## config.mk

```make
export PLATFORM = sky130hd
export DESIGN_NAME = ccl_top
export DESIGN_NICKNAME = d
export VERILOG_FILES = /design/src/hdl/ccl_pkg.sv /design/src/hdl/ccl_top.sv
export SDC_FILE = /design/constraint.sdc
export NUM_CORES = 1
export LEC_CHECK = 0
export BUFFER_PORTS_ARGS = -buffer_cell sky130_fd_sc_hd__clkbuf_2
export CORE_MARGIN = 2
export CORE_UTILIZATION = 45
export CTS_BUF_LIST = sky130_fd_sc_hd__clkbuf_2
export CTS_CLUSTER_DIAMETER = 120
export CTS_CLUSTER_SIZE = 8
export DETAILED_ROUTE_END_ITERATION = 8
export PLACE_DENSITY = 0.71
export SLEW_MARGIN = 20
export SYNTH_ARGS = -nofsm -noshare
export SYNTH_HDL_FRONTEND = slang
export SYNTH_SLANG_ARGS = --single-unit
```

## constraint.sdc

```tcl
create_clock -name clock_in -period 5.35 [get_ports clock_in]
set_clock_uncertainty 0.2 [all_clocks]
set_input_delay 1.07 -clock clock_in [delete_from_list [all_inputs] [get_ports clock_in]]
set_output_delay 1.07 -clock clock_in [all_outputs]
set_load 0.02 [all_outputs]
```

## src/hdl/ccl_pkg.sv

```systemverilog
// Package with register map, field positions and carrier types for the comparator control logic
package ccl_pkg;

  // Register word offsets (byte addresses, one word each)
  localparam logic [3:0] CTRL0_C1_OFS  = 4'h0;
  localparam logic [3:0] CTRL1_C1_OFS  = 4'h4;
  localparam logic [3:0] CTRL0_C2_OFS  = 4'h8;
  localparam logic [3:0] CTRL1_C2_OFS  = 4'hc;
  localparam logic [3:0] MIRROR_OFS    = 4'h0 + 4'h0;
  localparam logic [4:0] MIRROR_ADDR   = 5'h10;
  localparam logic [4:0] FLAGS_ADDR    = 5'h14;
  localparam logic [4:0] PORT_ADDR     = 5'h18;
  localparam logic [4:0] ASEL_ADDR     = 5'h1c;

  // Control zero fields
  localparam int EN_BIT     = 7;
  localparam int RES_BIT    = 6;
  localparam int OE_BIT     = 5;
  localparam int POL_BIT    = 4;
  localparam int SP_BIT     = 2;
  localparam int HYS_BIT    = 1;
  localparam int SYNC_BIT   = 0;
  // Control one fields
  localparam int RISE_BIT   = 7;
  localparam int FALL_BIT   = 6;
  localparam int PSEL_LO    = 4;
  localparam int NSEL_LO    = 0;

  // Writable masks and reset values
  localparam logic [7:0] CTRL0_WMASK = 8'hb7;
  localparam logic [7:0] CTRL1_WMASK = 8'hf3;
  localparam logic [7:0] CTRL0_RESET = 8'h04;
  localparam logic [7:0] CTRL1_RESET = 8'h00;
  localparam logic [7:0] ASEL_RESET  = 8'hff;

  // Positive input routing codes
  localparam logic [1:0] PSEL_PIN   = 2'h0;
  localparam logic [1:0] PSEL_DAC   = 2'h1;
  localparam logic [1:0] PSEL_FIXED = 2'h2;
  localparam logic [1:0] PSEL_GND   = 2'h3;

  // Analog-side controls for one comparator
  typedef struct packed {
    logic       power;
    logic       speed;
    logic       hyst;
    logic [3:0] pos_route;
    logic [3:0] neg_route;
  } ccl_analog_t;

endpackage : ccl_pkg

```

## src/hdl/ccl_top.sv

```systemverilog
// Comparator control logic: registers, synchronisers, sync latch, edge flags, pin outputs
`timescale 1ns/1ns
module ccl_top #(
  parameter int PORT_W = 8
) (
  input  wire logic                 clock_in,
  input  wire logic                 rstn_in,
  // Avalon-MM slave
  input  wire logic [4:0]           avs_address_in,
  input  wire logic                 avs_read_in,
  input  wire logic                 avs_write_in,
  input  wire logic [31:0]          avs_writedata_in,
  input  wire logic [3:0]           avs_byteenable_in,
  output logic      [31:0]          avs_readdata_out,
  output logic                      avs_waitrequest_out,
  // Raw analog comparison results, asynchronous
  input  wire logic [1:0]           cmp_raw_in,
  // Prescaled timer clock source, asynchronous
  input  wire logic                 timer_clk_in,
  // Port pin levels and direction bits
  input  wire logic [PORT_W-1:0]    port_pins_in,
  input  wire logic [1:0]           port_direction_in,
  // Analog-side controls
  output ccl_pkg::ccl_analog_t      cmp1_analog_out,
  output ccl_pkg::ccl_analog_t      cmp2_analog_out,
  // Result pins, two-signal form
  output logic [1:0]                cmp_pin_out,
  output logic [1:0]                cmp_pin_oe_n_out,
  // Results toward timer gate and PWM shutdown
  output logic [1:0]                cmp_timer_out,
  output logic [1:0]                cmp_shutdown_out,
  // Sticky interrupt flags
  output logic [1:0]                cmp_irq_flag_out
);

  // Reset release through two flops
  logic [1:0] rst_sync;
  logic       rst_n;
  always_ff @(posedge clock_in or negedge rstn_in) begin
    if (!rstn_in) rst_sync <= 2'h0;
    else          rst_sync <= {rst_sync[0], 1'b1};
  end
  assign rst_n = rst_sync[1];

  // Control registers per comparator, plus the shared analog select
  logic [7:0] ctrl0 [2];
  logic [7:0] ctrl1 [2];
  logic [PORT_W-1:0] analog_select;

  // Two-flop synchronisers; first stage read only by second
  logic [1:0] raw_s1, raw_s2, tclk_s1, tclk_s2, tclk_d;
  always_ff @(posedge clock_in or negedge rst_n) begin
    if (!rst_n) begin
      raw_s1  <= 2'h0;
      raw_s2  <= 2'h0;
      tclk_s1 <= 2'h0;
      tclk_s2 <= 2'h0;
      tclk_d  <= 2'h0;
    end else begin
      raw_s1  <= cmp_raw_in;
      raw_s2  <= raw_s1;
      tclk_s1 <= {2{timer_clk_in}};
      tclk_s2 <= tclk_s1;
      tclk_d  <= tclk_s2;
    end
  end

  logic [PORT_W-1:0] pin_s1, pin_s2;
  always_ff @(posedge clock_in or negedge rst_n) begin
    if (!rst_n) begin
      pin_s1 <= '0;
      pin_s2 <= '0;
    end else begin
      pin_s1 <= port_pins_in;
      pin_s2 <= pin_s1;
    end
  end

  // Per-comparator result path
  logic [1:0] result, result_d, sync_res, rise, fall, flag_set, flag_clr;
  logic [1:0] tclk_fall;
  logic [1:0] irq_flag;
  assign tclk_fall = tclk_d & ~tclk_s2;   // Falling edge of prescaled timer clock

  genvar g;
  generate
    for (g = 0; g < 2; g++) begin : g_cmp
      // Disabled core compares as low; polarity still applies, so toggling
      // enable or polarity can make an edge even while off
      assign result[g] = (raw_s2[g] & ctrl0[g][ccl_pkg::EN_BIT])
                         ^ ctrl0[g][ccl_pkg::POL_BIT];
      assign rise[g] = result[g] & ~result_d[g] & ctrl1[g][ccl_pkg::RISE_BIT];
      assign fall[g] = ~result[g] & result_d[g] & ctrl1[g][ccl_pkg::FALL_BIT];
      assign flag_set[g] = rise[g] | fall[g];
    end
  endgenerate

  // Result history and timer-synchronised copy
  always_ff @(posedge clock_in or negedge rst_n) begin
    if (!rst_n) begin
      result_d <= 2'h0;
      sync_res <= 2'h0;
    end else begin
      result_d <= result;
      for (int i = 0; i < 2; i++) begin
        if (tclk_fall[i]) sync_res[i] <= result[i];
      end
    end
  end

  // Flags: set wins over a clear in the same cycle
  always_ff @(posedge clock_in or negedge rst_n) begin
    if (!rst_n) irq_flag <= 2'h0;
    else        irq_flag <= flag_set | (irq_flag & ~flag_clr);
  end

  // Delivered result: synced or passed straight through
  logic [1:0] delivered;
  generate
    for (g = 0; g < 2; g++) begin : g_del
      assign delivered[g] = ctrl0[g][ccl_pkg::SYNC_BIT] ? sync_res[g] : result[g];
    end
  endgenerate

  // Decode one-hot routing for an enabled comparator
  function automatic logic [3:0] route(input logic en, input logic [1:0] sel);
    route = en ? (4'h1 << sel) : 4'h0;
  endfunction

  ccl_pkg::ccl_analog_t next_analog [2];
  generate
    for (g = 0; g < 2; g++) begin : g_an
      assign next_analog[g].power = ctrl0[g][ccl_pkg::EN_BIT];
      assign next_analog[g].speed = ctrl0[g][ccl_pkg::SP_BIT];
      assign next_analog[g].hyst  = ctrl0[g][ccl_pkg::HYS_BIT];
      // Positive codes map pin, DAC, fixed reference, ground in order
      assign next_analog[g].pos_route = route(ctrl0[g][ccl_pkg::EN_BIT],
          ctrl1[g][ccl_pkg::PSEL_LO +: 2]);
      assign next_analog[g].neg_route = route(ctrl0[g][ccl_pkg::EN_BIT],
          ctrl1[g][ccl_pkg::NSEL_LO +: 2]);
    end
  endgenerate

  // Registered outputs toward analog, pins, timer and PWM
  always_ff @(posedge clock_in or negedge rst_n) begin
    if (!rst_n) begin
      cmp1_analog_out  <= '0;
      cmp2_analog_out  <= '0;
      cmp_pin_out      <= 2'h0;
      cmp_pin_oe_n_out <= 2'h3;
      cmp_timer_out    <= 2'h0;
      cmp_shutdown_out <= 2'h0;
      cmp_irq_flag_out <= 2'h0;
    end else begin
      cmp1_analog_out  <= next_analog[0];
      cmp2_analog_out  <= next_analog[1];
      cmp_pin_out      <= delivered;
      // Pin driven when output enable set and direction is output (low)
      cmp_pin_oe_n_out <= ~({ctrl0[1][ccl_pkg::OE_BIT], ctrl0[0][ccl_pkg::OE_BIT]}
                            & ~port_direction_in);
      cmp_timer_out    <= delivered;
      cmp_shutdown_out <= result;
      cmp_irq_flag_out <= irq_flag;
    end
  end

  // Bus decode
  logic acc, wr;
  logic [7:0] wbyte;
  assign acc   = avs_read_in | avs_write_in;
  assign wr    = avs_write_in & avs_byteenable_in[0] & ~avs_waitrequest_out;
  assign wbyte = avs_writedata_in[7:0];

  logic hit_c0 [2];
  logic hit_c1 [2];
  assign hit_c0[0] = avs_address_in == {1'b0, ccl_pkg::CTRL0_C1_OFS};
  assign hit_c1[0] = avs_address_in == {1'b0, ccl_pkg::CTRL1_C1_OFS};
  assign hit_c0[1] = avs_address_in == {1'b0, ccl_pkg::CTRL0_C2_OFS};
  assign hit_c1[1] = avs_address_in == {1'b0, ccl_pkg::CTRL1_C2_OFS};
  assign flag_clr  = (wr && avs_address_in == ccl_pkg::FLAGS_ADDR) ? wbyte[1:0] : 2'h0;

  // Register writes; unmapped writes are ignored
  always_ff @(posedge clock_in or negedge rst_n) begin
    if (!rst_n) begin
      ctrl0[0]      <= ccl_pkg::CTRL0_RESET;
      ctrl0[1]      <= ccl_pkg::CTRL0_RESET;
      ctrl1[0]      <= ccl_pkg::CTRL1_RESET;
      ctrl1[1]      <= ccl_pkg::CTRL1_RESET;
      analog_select <= {PORT_W{1'b1}};
    end else if (wr) begin
      for (int i = 0; i < 2; i++) begin
        if (hit_c0[i]) ctrl0[i] <= wbyte & ccl_pkg::CTRL0_WMASK;
        if (hit_c1[i]) ctrl1[i] <= wbyte & ccl_pkg::CTRL1_WMASK;
      end
      if (avs_address_in == ccl_pkg::ASEL_ADDR) analog_select <= wbyte[PORT_W-1:0];
    end
  end

  // Read mux; result bit overlays live status into control zero
  logic [31:0] rd_mux;
  always_comb begin
    rd_mux = 32'h0;
    unique case (avs_address_in)
      {1'b0, ccl_pkg::CTRL0_C1_OFS}: rd_mux[7:0] = {ctrl0[0][7], result[0], ctrl0[0][5:0]};
      {1'b0, ccl_pkg::CTRL1_C1_OFS}: rd_mux[7:0] = ctrl1[0];
      {1'b0, ccl_pkg::CTRL0_C2_OFS}: rd_mux[7:0] = {ctrl0[1][7], result[1], ctrl0[1][5:0]};
      {1'b0, ccl_pkg::CTRL1_C2_OFS}: rd_mux[7:0] = ctrl1[1];
      ccl_pkg::MIRROR_ADDR:          rd_mux[1:0] = result;
      ccl_pkg::FLAGS_ADDR:           rd_mux[1:0] = irq_flag;
      ccl_pkg::PORT_ADDR:            rd_mux[PORT_W-1:0] = pin_s2 & ~analog_select;
      ccl_pkg::ASEL_ADDR:            rd_mux[PORT_W-1:0] = analog_select;
      default:                       rd_mux = 32'h0;
    endcase
  end

  // One wait cycle per access so read data come from a flop
  always_ff @(posedge clock_in or negedge rst_n) begin
    if (!rst_n) begin
      avs_waitrequest_out <= 1'b1;
      avs_readdata_out    <= 32'h0;
    end else begin
      avs_waitrequest_out <= ~(acc & avs_waitrequest_out);
      if (avs_read_in & avs_waitrequest_out) avs_readdata_out <= rd_mux;
    end
  end

endmodule : ccl_top

```

After elaboration in Yosys (flattened, before gate mapping). Index checks and enable logic that the tools add are counted.

Output and inout bits: 65. Input port bits: 58. Logic and storage cells: 94. Bits in registers: 100.

Reduce and logical (&&, ||, !) cells: 7. Bitwise gates (word level): 35. Eq/ne operators: 7. Multiplexer cells: 9. Shifts and indexed selects: 4.

Operator list (number): 6-bit one-hot mux with 6 select lines (1); 5-bit == test (second input constant) (4); 4-bit 2-to-1 mux (4); 2-bit one-hot mux with 8 select lines (1); 1-bit by 2-bit left shift with 4-bit output (first input constant) (4); 1-bit bitwise AND (14); 5-bit by 4-bit == test with 1-bit output (second input constant) (2); 2-bit AND reduction (5); 8-bit bitwise AND (1); 2-bit inverter (4); 8-bit inverter (1); 2-bit bitwise AND (3); 1-bit inverter (6); 5-bit by 3-bit == test with 1-bit output (second input constant) (1); 5-bit zero test (1); 1-bit OR (3); 1-bit 2-to-1 mux (2); 2-bit 2-to-1 mux (1); 2-bit OR (1); 1-bit bitwise XOR (2); 1-bit logical AND (1).

Logic depth before layout (Yosys ltp).
Word-level depth: 7. Gate-level depth with buffers: 6. Mapped depth without buffers: 5.

Worst setup path after synthesis. OpenSTA, ideal clock, no wires.

Path type: input to register. From: input port avs_address_in[3]. To: register ctrl0[12] (netlist bit). Path slack: 2.720 ns. Path buffers: 1. Cell stages on the path: 4. Arrival time: 2.305 ns. Data required time: 5.025 ns. Library setup time: 0.125 ns. Cells stage by stage: buf_6 or4_4 nor3_4 mux2_2.

Longest elaborated chain between the ends: 2.

RTL lines: from (decl) (RTL line ccl_top.sv:9) `input wire logic [4:0] avs_address_in,`; 5-bit zero test (RTL line ccl_top.sv:176) `assign hit_c0[0] = avs_address_in == {1'b0, ccl_pkg::CTRL0_C1_OFS};`; 2-bit AND reduction (no line); to (signal, indexed assignment) (RTL line ccl_top.sv:192) `if (hit_c0[i]) ctrl0[i] <= wbyte & ccl_pkg::CTRL0_WMASK;`; to (decl) (RTL line ccl_top.sv:46) `logic [7:0] ctrl0 [2];`.

No other way between the ends. A chain may end at the register's enable or synchronous reset.

Worst setup path in the final report.
From: input port avs_address_in[2]. To: register analog_select[7].

Longest elaborated chain between the ends: 2.

RTL lines: 5-bit == test (RTL line ccl_top.sv:195) `if (avs_address_in == ccl_pkg::ASEL_ADDR) analog_select <= wbyte[PORT_W-1:0];`; 2-bit AND reduction (no line); to (signal assigned) (RTL line ccl_top.sv:189) `analog_select <= {PORT_W{1'b1}};`; to (signal assigned) (RTL line ccl_top.sv:195); to (decl) (RTL line ccl_top.sv:48) `logic [PORT_W-1:0] analog_select;`.

No other way between the ends.

==> results.md <==
* Status: completed
* Max frequency at 360 MHz
* Cell-internal power at between 1 and 1.5 mW
* Comb pwr share at 13.6%
* Post-route ant nets at 0
* Synth Area per Inst at 13.3 sq um
* Core area at 0.00872 sq mm
* Post-synthesis sequential area ratio at 62.5%
* Share of synthesized cell area in and, or, nand and nor gates at 12.3%
* Top-area cell type share of the netlist area at between 50% and 60%
* Setup fix buffers added after clock tree synthesis at 0
* Worst-path cell with the longest stage delay: sky130_fd_sc_hd__clkbuf_2
* Number of antenna violations at the first check in global routing at 0
* NumNets Final at 433
* Mux share of post-synthesis cell area at 12.0%
* TritonCTS clock tree: built
* Clock insertion delay at the later pin of the skew report at around 550 ps
* Setup-failing EPs final at 0
* Total length of routed met3 wires at 413 um
* Number of endpoints with negative hold slack in the final report at 0
* Number of rows created at floorplan at 34
* Width of the chip at 98.7 um
* Primary FF master, synth: sky130_fd_sc_hd__dfrtp_1
* Remaining global-route overflow at 0
* Maximum number of pins on one net before global-route repair at 79
* Portion of total power attributed to sequential cells at between 60 and 70%
* Endpoint arrival time on the critical path at 3060 ps
* Sw Share at 28.6%
* Max transition margin at 37.8%
* Setup repair after global routing missed its margin: no
* Share of flip-flops with an asynchronous set or reset after synthesis at 100%
* Area contributors post-synth: sky130_fd_sc_hd__dfrtp_1, sky130_fd_sc_hd__mux2_2, sky130_fd_sc_hd__dfstp_2
* Final weighted congestion in routability-driven placement at 0.891
* Number of instances in the synthesized netlist at between 300 and 400
* Dominant combinational cell family by area after synthesis: simple AND/OR/NAND/NOR gates
* Setup TNS Final at 0 ps
* Final Non-Filler Cells at 488
* CTS Root Buffer Type: sky130_fd_sc_hd__clkbuf_2
* MaxCap Viol Count at 0
* Critical path class: in2reg
* Max-slew violation count at 0
* Clk sinks at 100
* First DRT Iteration DRCs at roughly 230
* Warnings from Yosys at 0
* #FFs+latches synth at 100
* Total standard cell area after synthesis at 0.00403 sq mm
* Clk slew on worst S/H paths at 240 ps
* Total via count in the routed design at 2533
* TritonCTS buffer count at 9
* Worst reg2reg setup slack at 3390 ps
* Count of port buffers added during placement at 71
* # H-tree levels at 3
* Clk network pwr share at 24.5%
* Final worst-path cycle share at 51.9%
* Share of cells above drive strength 1 at 37.6%
* Cell type contributing the most total cell area after synthesis: sky130_fd_sc_hd__dfrtp_1
* Initial DRT Pass Iterations at 4
* Total power of the final layout at 1.40 mW
* Largest delay contributor family on the critical path: buffers and inverters
* Static leakage at 2.24 nW
* Adder-cell share of the synthesized area at 0%
* Total placed cells including tap cells at 471
* Area growth from synthesis to layout at 11.5%
* Power dissipated by switching net loads at roughly 0.40 mW
* Global-route wire length before repair at roughly 13000 um
* Worst Setup End Kind: flop
* Required @ worst endpoint at 5630 ps
* Vias per inst at 5.19
* Count of distinct cell types in the synthesized netlist at 42
* Worst-margin pin slew at between 900 and 1000 ps
* Biggest cell delay along the critical path at 550 ps
* Post-synth EDFFs at 0
* Drt drc at 0
* Met1 layer wirelength in the final routing at 3530 um
* Initial standard-cell utilization of the core at 46.2%
* Routed Wire Length at 7990 um
* Worst Reg2Reg Path Length in Cells at 3
* Clock Tree Buf Depth at 2
* Die height at 98.7 um
* Final critical path time including I/O delays and setup at 2780 ps
* Category of the worst setup path launch point: input pin
* Parity-gate share of the synthesized area counting xor and xnor cells at 0.217%
* Number of global-route vias before repair at 2546
* Num ports at 123
* Critical Path, Cell by Cell: clkbuf_2 > inv_1 > nor2_1 > nand2_1 > mux2_2
* Final routed wire length divided by cell count at 16.4 um
* Worst Path Max Fanout at 28
* Uppermost signal routing layer after detailed routing: met4
* Final antenna diode count at 0
* Type of the worst min-delay path: reg2async
* Pwr/cell area at 312 mW/mm^2
* Die Footprint at a little under 0.01 sq mm
* HPWL reported at the end of detailed placement at 5740 um
* Endpoint of the worst register-to-register path: ctrl0[8]$_DFFE_PN0P_
* Startpoint of the lowest-slack register-to-register path: avs_waitrequest_out$_DFF_PN1_
* Post-synthesis compound-gate area fraction at 6.27%
* Worst vdd ir at 0.146 mV
* Aggregate global-route resource usage at 17.4%
* Met2 wire len at roughly 3800 um
* Worst path bufs/invs at 2
[power groups by stage]
stage,logic [mW],clock network [mW],registers [mW]
detailed placement,0.191,0,0.883
global placement,0.187,0,0.880
finish,0.191,0.343,0.870
floorplan,0.111,0,0.905
CTS,0.192,0.357,0.871
global route,0.208,0.384,0.881
[cells in the final DEF, fill, tap and decap left out, types with 2 or more instances in the layout]
cell type / count
sky130_fd_sc_hd__nor2_1: 14
sky130_fd_sc_hd__a311o_1: 2
sky130_fd_sc_hd__nand2b_1: 3
sky130_fd_sc_hd__nor4b_1: 3
sky130_fd_sc_hd__a31oi_1: 6
sky130_fd_sc_hd__dfrtp_1: 86
sky130_fd_sc_hd__inv_1: 5
sky130_fd_sc_hd__a32o_1: 2
sky130_fd_sc_hd__mux2i_1: 9
sky130_fd_sc_hd__nor3b_1: 7
sky130_fd_sc_hd__clkbuf_2: 82
sky130_fd_sc_hd__conb_1: 25
sky130_fd_sc_hd__clkinvlp_4: 2
sky130_fd_sc_hd__nand3_1: 8
sky130_fd_sc_hd__mux2_2: 35
sky130_fd_sc_hd__and3b_1: 4
sky130_fd_sc_hd__nand2_1: 18
sky130_fd_sc_hd__nor2b_1: 3
sky130_fd_sc_hd__and3_1: 5
sky130_fd_sc_hd__o21ai_0: 6
sky130_fd_sc_hd__nor3_4: 3
sky130_fd_sc_hd__a21oi_1: 9
sky130_fd_sc_hd__o32a_1: 2
sky130_fd_sc_hd__dfstp_2: 13
sky130_fd_sc_hd__nor3_1: 3
sky130_fd_sc_hd__nand3b_1: 3
sky130_fd_sc_hd__a221oi_1: 2
sky130_fd_sc_hd__o211ai_1: 2
[registers in the layout, indices dropped and copies added (netlist names), 8 cells and up]
signal            cells
ctrl0                12
ctrl1                12
cmp1_analog_out      11
cmp2_analog_out      11
analog_select         8
avs_readdata_out      8
pin_s1                8
pin_s2                8
[cell type report]
| class | count | area [sq um] |
|---|---|---|
| multi-input combinational | 186 | 1340 |
| fill | 776 | 4230 |
| clock inverter | 5 | 53.8 |
| tap | 108 | 135 |
| timing repair buffer | 73 | 373 |
| clock buffer | 11 | 55.1 |
| sequential | 100 | 2520 |
| inverter | 5 | 18.8 |
[worst max-delay path by stage]
| stage | start | to | slack [ps] | depth (start not counted) |
|---|---|---|---|---|
| after global placement | avs_address_in[2] | analog_select[6]$_DFFE_PN1P_ | 2050 | 5 |
| after floorplan | rst_sync[1]$_DFF_PN0_ | avs_readdata_out[0]$_DFFE_PN0P_ | 2180 | 0 |
| after CTS | avs_address_in[2] | analog_select[7]$_DFFE_PN1P_ | 2640 | 5 |
| final | avs_address_in[2] | analog_select[7]$_DFFE_PN1P_ | 2570 | 5 |
| after global routing | avs_address_in[2] | analog_select[5]$_DFFE_PN1P_ | 2520 | 5 |
| after detailed placement | avs_address_in[2] | analog_select[1]$_DFFE_PN1P_ | 2040 | 5 |
[stage by stage]
step                      setup WS, ps  hold WS [ps]  instance area, sq um  util, %
after CTS                         2640          15.9                  4490     51.4
after global routing              2520          28.1                  4500     51.5
after floorplan                   2180           131                  4120        -
final                             2570          1.95                  4500     51.5
after global placement            2050          1.71                  4380     50.2
after detailed placement          2040          3.97                  4380     50.2
[per-layer routing]
metal	vias to the layer above	track usage (%)
met1	1262	23.6
met4	0	7.90
met2	91	27.1
met3	18	3.76
li1	1162	-
met5	-	0
[synth_stat cells, types with 4 or more instances]
master,instances
sky130_fd_sc_hd__dfrtp_1,87
sky130_fd_sc_hd__mux2_2,35
sky130_fd_sc_hd__buf_4,27
sky130_fd_sc_hd__nand2_1,18
sky130_fd_sc_hd__nor2_1,14
sky130_fd_sc_hd__dfstp_2,13
sky130_fd_sc_hd__a21oi_1,9
sky130_fd_sc_hd__mux2i_1,9
sky130_fd_sc_hd__nand3_1,8
sky130_fd_sc_hd__nor3b_1,7
sky130_fd_sc_hd__a31oi_1,6
sky130_fd_sc_hd__o21ai_0,6
sky130_fd_sc_hd__and3_1,5
sky130_fd_sc_hd__inv_1,5
sky130_fd_sc_hd__and3b_1,4
sky130_fd_sc_hd__clkbuf_1,4
[kinds of logic after synthesis]
| logic type | count (synthesis) |
|---|---|
| mux | 44 |
| compound gates | 36 |
| other cells | 2 |
| buf+inv | 40 |
| simple gates | 80 |
| flops | 100 |
| xor+xnor | 1 |
[what timing repair did]
| item | 4_1_cts | 5_1_grt |
|---|---|---|
| hold endpoints to repair | 0 | 2 |
| endpoints found under the setup margin | 0 | 0 |
| hold buffers | 0 | 1 |
| resized for setup | 0 | 0 |
Power figures use the tool's default switching activity.
